`src/inc/tmr_consts.svh`:
```
// Purpose: Constants for the timer 2 / high speed PWM block
// Assumes: Wishbone word index = byte address / 4
// Notes:   Register index values, field positions and reset values
//
// Notes on behaviour
// - Match request forwarded only while match enable is set.
// - Match flag, request bit 3, cleared by hardware on service entry.
// - Overflow request forwarded only while overflow enable is set.
// - Overflow flag, request bit 2, cleared by hardware on service entry.
// - Mode bit: 0 interval with toggle output, 1 capture with overflow.
// - Writing 1 to clear bit clears counter; bit reads back 0.
// - Counter compares against buffer copy, loaded on clear, match, overflow.
// - Interval match toggles output, raises match request, clears counter.
// - Capture edge copies counter into compare data, then clears counter.
// - Capture mode raises overflow request at each 8-bit wrap.
// - PWM select bit switches shared counter into PWM mode.
// - PWM mode drives two outputs with 10-bit duty, one shared period.
// - PWM period is 10-bit value plus one source clocks.
// - Duty is value plus one clocks; A uses bits 3:2, B bits 5:4.
// - Polarity 0 makes duty portion low, 1 makes it high.
// - New duty applies after current period; period change keeps duty time.
// - Duty equal to period gives constant polarity level.
// - Duty zero gives constant inverse of polarity level.
// - High-bits register: period 1:0, A 3:2, B 5:4; resets to ones.
// - Duty low registers hold low eight bits of each duty.
`ifndef TMR_CONSTS_SVH
`define TMR_CONSTS_SVH

`define TMR_IDX_CTRL     8'hb6
`define TMR_IDX_CMP      8'hb7
`define TMR_IDX_CNT      8'hb8
`define TMR_IDX_PWMCTRL  8'hce
`define TMR_IDX_HBITS    8'hcf
`define TMR_IDX_DUTY_A   8'hd0
`define TMR_IDX_DUTY_B   8'hd1
`define TMR_IDX_IRQ      8'hd2
`define TMR_IDX_IRQEN    8'hd3

`define TMR_CTRL_MODE    5
`define TMR_CTRL_CLR     4
`define TMR_PWM_POL_B    6
`define TMR_PWM_POL_A    5
`define TMR_PWM_SEL      4
`define TMR_IRQ_MATCH    3
`define TMR_IRQ_OVF      2

`define TMR_RST_CTRL     8'h00
`define TMR_RST_HBITS    8'hff
`define TMR_CNT_MAX      8'hff

`define TMR_CS_STOP      4'h0
`define TMR_CS_EXT_RISE  4'h5
`define TMR_CS_EXT_FALL  4'h6

`endif

```
`src/inc/tmr_pkg.sv`:
```
// Purpose: Types for the timer 2 / high speed PWM block
// Assumes: Constants live in tmr_consts.svh
// Notes:   Whole module state is one packed struct
package tmr_pkg;

   typedef logic [9:0] tmr_cnt_t;

   typedef struct packed {
      logic       ack;
      logic [7:0] rdat;
      logic [3:0] cs;
      logic       mode;
      logic [7:0] cmp;
      logic [7:0] cmp_buf;
      tmr_cnt_t   cnt;
      tmr_cnt_t   pre;
      logic       ext_q;
      logic       cap_q;
      logic [7:0] hbits;
      logic [7:0] duty_a_lo;
      logic [7:0] duty_b_lo;
      tmr_cnt_t   duty_a_act;
      tmr_cnt_t   duty_b_act;
      logic       pol_a;
      logic       pol_b;
      logic       pwm_en;
      logic       mflag;
      logic       oflag;
      logic       men;
      logic       oen;
      logic       toggle;
      logic       pwm_a;
      logic       pwm_b;
      logic       mreq;
      logic       oreq;
   } tmr_state_s;

endpackage

```
`src/core/tmr_top.sv`:
```
// Purpose: 8-bit timer 2 (interval / capture) sharing its counter with a
//          two-channel 10-bit high speed PWM, Wishbone classic slave
// Assumes: All pin inputs synchronous to clk; 32-bit bus, data in low byte
// Notes:   Interrupt controller is outside; it pulses the ack inputs
`timescale 1ns/1ps
`include "tmr_consts.svh"

module tmr_top
   import tmr_pkg::*;
(
   input  wire logic        clk,
   input  wire logic        nrst,
   input  wire logic        wb_cyc_i,
   input  wire logic        wb_stb_i,
   input  wire logic        wb_we_i,
   input  wire logic [11:0] wb_adr_i,
   input  wire logic [3:0]  wb_sel_i,
   input  wire logic [31:0] wb_dat_i,
   output logic      [31:0] wb_dat_o,
   output logic             wb_ack_o,
   input  wire logic        ext_count_clock,
   input  wire logic        capture_input,
   input  wire logic        match_irq_ack,
   input  wire logic        overflow_irq_ack,
   output logic             match_toggle_out,
   output logic             pwm_a_out,
   output logic             pwm_b_out,
   output logic             match_irq_req,
   output logic             overflow_irq_req
);

   tmr_state_s st;
   tmr_state_s next_st;

   logic       req;
   logic       wr;
   logic       mapped;
   logic [7:0] idx;
   logic       tick;
   logic       ext_rise;
   logic       ext_fall;
   logic       cap_edge;
   tmr_cnt_t   div_mask;
   tmr_cnt_t   period;
   tmr_cnt_t   duty_a_new;
   tmr_cnt_t   duty_b_new;
   logic       act_a;
   logic       act_b;
   logic       clr_req;
   logic       match_ev;
   logic       ovf_ev;

   always_comb begin
      next_st = st;

      // Bus decode: one wait state, ack for one cycle only
      req    = wb_cyc_i & wb_stb_i & ~st.ack;
      idx    = wb_adr_i[9:2];
      wr     = req & wb_we_i & wb_sel_i[0] & (wb_adr_i[11:10] == 2'b00);
      mapped = 1'b0;
      case (idx)
         `TMR_IDX_CTRL,
         `TMR_IDX_CMP,
         `TMR_IDX_CNT,
         `TMR_IDX_PWMCTRL,
         `TMR_IDX_HBITS,
         `TMR_IDX_DUTY_A,
         `TMR_IDX_DUTY_B,
         `TMR_IDX_IRQ,
         `TMR_IDX_IRQEN: begin
            mapped = (wb_adr_i[11:10] == 2'b00);
         end
         default: begin
            mapped = 1'b0;
         end
      endcase
      wr = wr & mapped;

      // Free-running prescaler; a division tick is all-ones in the mask bits
      next_st.pre = st.pre + 10'h001;
      ext_rise    = ext_count_clock & ~st.ext_q;
      ext_fall    = ~ext_count_clock & st.ext_q;
      cap_edge    = capture_input & ~st.cap_q;
      next_st.ext_q = ext_count_clock;
      next_st.cap_q = capture_input;

      div_mask = 10'h000;
      tick     = 1'b0;
      case (st.cs)
         `TMR_CS_EXT_RISE: tick = ext_rise;
         `TMR_CS_EXT_FALL: tick = ext_fall;
         4'h8: tick = 1'b1;
         4'h9: div_mask = 10'h001;
         4'ha: div_mask = 10'h003;
         4'hb: div_mask = 10'h007;
         4'hc: div_mask = 10'h00f;
         4'hd: div_mask = 10'h03f;
         4'he: div_mask = 10'h0ff;
         4'hf: div_mask = 10'h3ff;
         default: tick = 1'b0;
      endcase
      if (st.cs[3] && st.cs != 4'h8) begin
         tick = ((st.pre & div_mask) == div_mask);
      end

      // PWM quantities
      period     = {st.hbits[1:0], st.cmp};
      duty_a_new = {st.hbits[3:2], st.duty_a_lo};
      duty_b_new = {st.hbits[5:4], st.duty_b_lo};
      // Active while counter is within duty+1 counts; zero duty never active
      act_a = (st.duty_a_act != 10'h000) && (st.cnt <= st.duty_a_act);
      act_b = (st.duty_b_act != 10'h000) && (st.cnt <= st.duty_b_act);

      clr_req  = wr && (idx == `TMR_IDX_CTRL) && wb_dat_i[`TMR_CTRL_CLR];
      match_ev = 1'b0;
      ovf_ev   = 1'b0;

      // Counter
      if (clr_req) begin
         // Clear wins over a tick in the same cycle
         next_st.cnt     = 10'h000;
         next_st.cmp_buf = st.cmp;
         next_st.duty_a_act = duty_a_new;
         next_st.duty_b_act = duty_b_new;
      end else if (st.pwm_en) begin
         if (tick) begin
            if (st.cnt >= period) begin
               // Period end: restart and pick up duty values written meanwhile
               next_st.cnt        = 10'h000;
               next_st.duty_a_act = duty_a_new;
               next_st.duty_b_act = duty_b_new;
            end else begin
               next_st.cnt = st.cnt + 10'h001;
            end
         end
      end else if (!st.mode) begin
         if (tick) begin
            if (st.cnt[7:0] == st.cmp_buf) begin
               match_ev        = 1'b1;
               next_st.cnt     = 10'h000;
               next_st.cmp_buf = st.cmp;
            end else begin
               next_st.cnt = {2'b00, st.cnt[7:0] + 8'h01};
            end
         end
      end else begin
         if (cap_edge) begin
            next_st.cnt = 10'h000;
         end else if (tick) begin
            if (st.cnt[7:0] == `TMR_CNT_MAX) begin
               ovf_ev          = 1'b1;
               next_st.cmp_buf = st.cmp;
            end
            next_st.cnt = {2'b00, st.cnt[7:0] + 8'h01};
         end
      end

      if (match_ev) begin
         next_st.toggle = ~st.toggle;
      end

      // Register writes
      if (wr) begin
         case (idx)
            `TMR_IDX_CTRL: begin
               next_st.mode = wb_dat_i[`TMR_CTRL_MODE];
               next_st.cs   = wb_dat_i[3:0];
            end
            `TMR_IDX_CMP: begin
               next_st.cmp = wb_dat_i[7:0];
            end
            `TMR_IDX_PWMCTRL: begin
               next_st.pol_b  = wb_dat_i[`TMR_PWM_POL_B];
               next_st.pol_a  = wb_dat_i[`TMR_PWM_POL_A];
               next_st.pwm_en = wb_dat_i[`TMR_PWM_SEL];
            end
            `TMR_IDX_HBITS: begin
               next_st.hbits = wb_dat_i[7:0];
            end
            `TMR_IDX_DUTY_A: begin
               next_st.duty_a_lo = wb_dat_i[7:0];
            end
            `TMR_IDX_DUTY_B: begin
               next_st.duty_b_lo = wb_dat_i[7:0];
            end
            `TMR_IDX_IRQ: begin
               next_st.mflag = wb_dat_i[`TMR_IRQ_MATCH];
               next_st.oflag = wb_dat_i[`TMR_IRQ_OVF];
            end
            `TMR_IDX_IRQEN: begin
               next_st.men = wb_dat_i[`TMR_IRQ_MATCH];
               next_st.oen = wb_dat_i[`TMR_IRQ_OVF];
            end
            default: begin
               next_st.men = st.men;
            end
         endcase
      end

      // Capture has priority over a bus write of the compare register
      if (!st.pwm_en && st.mode && cap_edge && !clr_req) begin
         next_st.cmp = st.cnt[7:0];
      end

      // Service entry clears a flag, but a new event in that cycle wins
      if (match_irq_ack) begin
         next_st.mflag = 1'b0;
      end
      if (overflow_irq_ack) begin
         next_st.oflag = 1'b0;
      end
      if (match_ev) begin
         next_st.mflag = 1'b1;
      end
      if (ovf_ev) begin
         next_st.oflag = 1'b1;
      end

      // Forwarding depends on the flags as they will stand next cycle
      next_st.mreq = next_st.mflag & next_st.men;
      next_st.oreq = next_st.oflag & next_st.oen;

      // Outputs; outside PWM mode both PWM pins sit at their idle level
      if (st.pwm_en) begin
         next_st.pwm_a = st.pol_a ? act_a : ~act_a;
         next_st.pwm_b = st.pol_b ? act_b : ~act_b;
      end else begin
         next_st.pwm_a = ~st.pol_a;
         next_st.pwm_b = ~st.pol_b;
      end

      // Read data, captured in the cycle the ack rises
      next_st.ack  = req;
      next_st.rdat = 8'h00;
      if (req && !wb_we_i && mapped) begin
         case (idx)
            `TMR_IDX_CTRL: begin
               // Clear bit always reads 0
               next_st.rdat = {2'b00, st.mode, 1'b0, st.cs};
            end
            `TMR_IDX_CMP: begin
               next_st.rdat = st.cmp;
            end
            `TMR_IDX_CNT: begin
               next_st.rdat = st.cnt[7:0];
            end
            `TMR_IDX_PWMCTRL: begin
               next_st.rdat = {1'b0, st.pol_b, st.pol_a, st.pwm_en, 4'h0};
            end
            `TMR_IDX_HBITS: begin
               next_st.rdat = st.hbits;
            end
            `TMR_IDX_DUTY_A: begin
               next_st.rdat = st.duty_a_lo;
            end
            `TMR_IDX_DUTY_B: begin
               next_st.rdat = st.duty_b_lo;
            end
            `TMR_IDX_IRQ: begin
               next_st.rdat = {4'h0, st.mflag, st.oflag, 2'b00};
            end
            `TMR_IDX_IRQEN: begin
               next_st.rdat = {4'h0, st.men, st.oen, 2'b00};
            end
            default: begin
               next_st.rdat = 8'h00;
            end
         endcase
      end
   end

   always_ff @(posedge clk or negedge nrst) begin
      if (!nrst) begin
         st            <= '0;
         st.hbits      <= `TMR_RST_HBITS;
         st.cs         <= `TMR_CS_STOP;
         st.duty_a_act <= 10'h3ff;
         st.duty_b_act <= 10'h3ff;
         st.pwm_a      <= 1'b1;
         st.pwm_b      <= 1'b1;
      end else begin
         st <= next_st;
      end
   end

   assign wb_dat_o         = {24'h00_0000, st.rdat};
   assign wb_ack_o         = st.ack;
   assign match_toggle_out = st.toggle;
   assign pwm_a_out        = st.pwm_a;
   assign pwm_b_out        = st.pwm_b;
   assign match_irq_req    = st.mreq;
   assign overflow_irq_req = st.oreq;

endmodule

```
`config.mk`:
```
export PLATFORM = sky130hd
export DESIGN_NAME = tmr_top
export DESIGN_NICKNAME = d
export VERILOG_FILES = /design/src/inc/tmr_pkg.sv /design/src/core/tmr_top.sv
export VERILOG_INCLUDE_DIRS = /design/src /design/src/inc
export SDC_FILE = /design/constraint.sdc
export NUM_CORES = 1
export LEC_CHECK = 0
export ABC_AREA = 1
export BUFFER_PORTS_ARGS = -buffer_cell sky130_fd_sc_hd__buf_4
export CAP_MARGIN = 10
export CORE_ASPECT_RATIO = 1.25
export CORE_MARGIN = 4
export CORE_UTILIZATION = 50
export CTS_BUF_LIST = sky130_fd_sc_hd__clkbuf_4 sky130_fd_sc_hd__clkbuf_8
export DETAILED_ROUTE_END_ITERATION = 10
export PLACE_DENSITY = 0.74
export SYNTH_ARGS = -nofsm -noshare
export SYNTH_HDL_FRONTEND = slang
export SYNTH_SLANG_ARGS = --single-unit
```
`constraint.sdc`:
```
create_clock -name clk -period 2.15 [get_ports clk]
set_clock_uncertainty 0.15 [all_clocks]
set_input_delay 0.1075 -clock clk [delete_from_list [all_inputs] [get_ports clk]]
set_output_delay 0.1075 -clock clk [all_outputs]
set_load 0.005 [all_outputs]
```
# == Word-level counts from Yosys, hierarchy flattened ==
# Index checks and enable logic that the tools add are counted.
# totals
in_bits,57
reg_bits,108
# op_classes
addsub,3
bitwise_logic,21
n_eq_ne,27
n_lt_le_gt_ge,3
reduce_logical,34
muxes,48
# ops
cell,n
== test 8 bit (second input constant),10
2-to-1 mux 20 bit,4
2-to-1 mux 18 bit,4
2-to-1 mux 8 bit,9
one-hot mux 8 bit (9 select lines),1
one-hot mux 10 bit (7 select lines),1
2-to-1 mux 10 bit,4
== test 4 bit (second input constant),8
2-to-1 mux 1 bit,21
adder 10 x 1 -> 10 bit (second input constant),2
less-or-equal comparator 10 bit,2
nonzero test 10 bit,2
AND reduction 2 bit,6
bitwise AND 1 bit,11
bitwise AND 10 bit,1
== test 10 bit,1
>= comparator 10 bit,1
logical AND 1 bit,10
nonzero test 2 bit,5
inverter 1 bit,9
nonzero test 3 bit,3
OR reduction 9 bit,1
adder 8 x 1 -> 8 bit (second input constant),1
== test 4 x 3 -> 1 bit (second input constant),2
other kinds (12),17

# == Logic depth before layout (Yosys ltp) ==
# depth
depth_word,12
depth_mapped,14
depth_no_buf,14

# == Least setup slack after synthesis ==
# No wires, ideal clock.
# synth_timing
path_kind,reg-to-reg
from,"reg st, in the netlist period[9]"
to,reg st[12] (netlist bit)
required_ns,1.928
path_buffers,1
stages_incl_launch_ff,11
setup_ns,0.072
t_arrival_ns,2.018
slack_ns,-0.090
path_cell_list,dfstp_2 > inv_1 > ha_1 > a21oi_1 > o21ai_0 > a21oi_1 > nand3_1 > nand2_1 > o21ai_2 > buf_2 > o21ai_1
# synth_via
elab_chain_cells,3
# synth_lines
element,line_no,source
from (decl),tmr_top.sv:32,tmr_state_s st;
from (signal assigned),tmr_top.sv:282,st <= next_st;
>= comparator 10 bit,tmr_top.sv:127,if (st.cnt >= period) begin
nonzero test 2 bit (no source line),--,
AND reduction 3 bit (no source line),--,
# Every way passes these cells.
# A chain may end at the register's enable or synchronous reset.

# == Final worst setup path ==
# layout_timing
from,"reg st, in the netlist period[9]"
to,reg st[20] (netlist bit)
# The elaborated chain is that of the path after synthesis.

==> flow_summary_export.csv <==
group,metric,value,unit
pwr,max-vdd-ir-drop,0.000288,V
timing,slew_headroom,62.3,%
timing,worst_slew_pin_slew,0.566,ns
hold_path,min_to,"wb_ack_o",
timing,slew_violations,0,
logic_synthesis,ys.flop_type,"dfrtp_1",
logic_synthesis,netlist_instances,854,
logic_synthesis,synth-seq-area-share,41.7,%
die,die_y,136,um
logic_synthesis,synth-compound-area-share,10.9,%
timing,grt_setup_unrepaired,"true",
logic_synthesis,yosysUniqueCellTypes,48,
logic_synthesis,synth_simple_gate_area_share,28.3,%
drt,vias,6083,
critical_path,critical_path.endpoint_type,"register",
critical_path,r2r_setup_slack,-0.13,ns
hold_path,min_from,"wb_stb_i",
global_routing,antenna_found_initial,0,
die,io_pins,95,
logic_synthesis,syn_avg_cell_area,7.70,sq um
pwr,power_frac_comb,5.4,%
logic_synthesis,yosys.area_share.adder,6.09,%
final_layout,area_delta_synth_final,22.0,%
critical_path,cp_slowest_cell,"dfstp_2",
drt,first_iter_violations,437,
logic_synthesis,syn_area,6580,sq um
outcome,violations,"negative setup slack",
drt,drt_pass1_iterations,5,
clocking,cts_tree,"built",
timing,finalHoldViolCount,0,
timing,final.setup.tns,-2.20,ns
logic_synthesis,synth-xor-area-share,2.66,%
global_routing,grt_max_degree,43,
hold_path,hold_depth,5,
drt,wire_per_inst,16.2,um
critical_path,timing.critical_path.fanout_max,10,
logic_synthesis,synth_top_family_by_area,"simple AND/OR/NAND/NOR gates",
outcome,status,"complete, but fails checks",
drt,drc_errors,0,
final_layout,layout.nets,1053,
clocking,cts.sinks,108,
pwr,p_leak,0.00399,uW
timing,fmax,0.439,GHz
timing,min_period_over_period,106,%
global_routing,grt_pass1_vias,6041,
clocking,cts_inserted_buffers,9,
logic_synthesis,yosys_register_bits,108,
critical_path,path_delay_family,"flip-flops",
hold_path,worstHoldPathType,"input port to register",
critical_path,cp_cell_sequence,"inv_2 > ha_4 > nand2_4 > nor2_4 > o211ai_1 > nand3_2 > nand2_2 > o21ai_4 > buf_6 > buf_16 > o21ai_1",
pwr,p_int,2680,uW
final_layout,drive_above_1_share,22.3,%
critical_path,required,2.33,ns
drt,ant_nets,0,
critical_path,cp-start-kind,"register",
critical_path,path_class,"register to register",
pwr,p_clk_share,36.7,%
die,design.die.area,15100,sq um
logic_synthesis,yosys.area.top_type,"dfrtp_1",
critical_path,reg2reg_depth,11,
final_layout,fillers,1136,
clocking,clk_path_buf_depth,2,
logic_synthesis,netlist.area_leader.share,29.7,%
flow_run,maxCapViolations,0,
critical_path,worstReg2RegStart,"period[9]",
logic_synthesis,ys_top_cells_by_area,"dfrtp_1, nand2_1, dfstp_2",
final_layout,fin_util,62.8,%
logic_synthesis,synthMuxAreaShare,0,%
die,coreArea,12800,sq um
clocking,clock_latency,0.39,ns
pwr,seqPwrFrac,57.9,%
die,start_util,51.5,%
place,port_buffers,41,
clocking,clock-root-buffer,"clkbuf_8",
timing,fin_ws,-0.126,ns
critical_path,critPathBufInv,3,
final_layout,diodes,0,
clocking,htreeDepth,3,
logic_synthesis,yosysWarningCount,0,
place,gp_congestion,0.919,
critical_path,cpPeakStageDelay,0.56,ns
clocking,path_clk_slew,0.10,ns
final_layout,most-common-layout-cells,"nand2_1, buf_4, inv_1",
logic_synthesis,synth_edf_count,0,
timing,setup_viol,21,
critical_path,cp.arrival,2.45,ns
pwr,switching_share,23.9,%
die,die_w,111,um
timing,period_minus_slack,2.28,ns
logic_synthesis,synth-async-reset-ratio,100,%
global_routing,grt_pass1_wl,30000,um
die,rows,46,
drt,routed_wl,18400,um
global_routing,track_usage,25.2,%
drt,vias_per_cell,5.35,
place,dp_hpwl,13400,um
global_routing,grt_overflow_total,0,
critical_path,rr_endpoint,"st[20]",
pwr,power_density,439,nW/um^2
final_layout,final_common_cell,"nand2_1",
pwr,switching_power,841,uW
cell type report:
type	instances	area, sq um	share of cell area [%]
clock buffers	11	139	1.73
clock inverters	5	61.3	0.764
inverters	88	330	4.12
multi-input cells	630	3440	42.9
flip-flops and latches	108	2740	34.2
well taps	168	210	2.62
repair buffers	127	1100	13.7
routing by layer:
layer / vias to the layer above / track usage, % / share of wire (%)
li1: 2966 / - / -
met1: 2860 / 31.3 / 40
met2: 189 / 42.6 / 49
met3: 68 / 2.40 / 4.8
met4: 0 / 15.0 / 5.7
met5: - / 0 / 0
per-stage QoR:
stage	cells	worst slack [ns]	total power [uW]	instance area [sq um]	hold WS (ns)
floorplan	877	0.00797	2160	6720	-0.338
global placement	1089	-0.0146	2240	7320	-0.0225
detailed placement	1089	-0.0616	2240	7320	-0.0191
CTS	1128	-0.0691	3530	7860	0.0126
global route	1137	-0.220	3660	8020	0.0567
finish	1137	-0.126	3520	8020	0.0221
sequential cells by signal (all words and copies together) (netlist names):
register / cells
duty_b_new: 10
wb_dat_o: 8
match_toggle_out: 1
overflow_irq_req: 1
st: 64
pwm_b_out: 1
match_irq_req: 1
pwm_a_out: 1
wb_ack_o: 1
period: 10
duty_a_new: 10
logic make-up (layout without fill, tap and decap cells):
family,count (synthesis),after routing
fa+ha+maj,32,32
compound gates,127,127
simple gates,426,427
buf+inv,140,231
other cells,1,24
flops,108,108
xor+xnor,20,20
worst register-to-register path: cells and delay by family, from the launching register on:
kind                       cells  cell delay (ns)
and+or+nand+nor                4             0.37
adders and majority gates      1             0.28
buffers and inverters          3             0.38
AOI/OAI and AO/OA              3             0.48
DFF                            1             0.56
how the worst max path moves through the flow:
stage	start	to	slack, ns	cells past startpoint
after floorplan	period[8]	st[27]	0.008	11
final	period[9]	st[20]	-0.13	11
after CTS	period[9]	st[16]	-0.07	12
after global routing	period[9]	st[21]	-0.22	11
after detailed placement	period[8]	st[12]	-0.06	11
after global placement	period[8]	st[15]	-0.01	11
power groups by stage:
stage                     clock network, uW  logic (uW)  registers (uW)
after global routing                   1410         214            2040
after floorplan                           0        81.8            2080
after CTS                              1310         188            2040
after global placement                    0         164            2070
after detailed placement                  0         166            2070
final                                  1290         190            2040
synthesized netlist by cell type (all sizes together) (2+ instances only):
library cell  number
o22ai              4
nand4             20
xnor2             12
nor4               6
nor3b              2
nor2              63
dfstp             30
nand2            268
nor3               3
buf               48
o41ai              2
a41oi              6
inv               88
o21ai             74
a31oi              4
dfrtp             78
clkbuf             4
o2111ai            2
ha                32
o211ai             3
a211oi             2
a21oi             24
nand3             63
a21boi             2
xor2               8
what timing repair did:
item	4_1_cts	5_1_grt
hold endpoints to repair	86	0
hold buffers	16	0
pin swaps	5	23
resized for setup	23	32
setup buffers	4	10
cloned	3	1
setup endpoints to repair	28	78
Note: power is estimated with default switching activity, not from simulation.
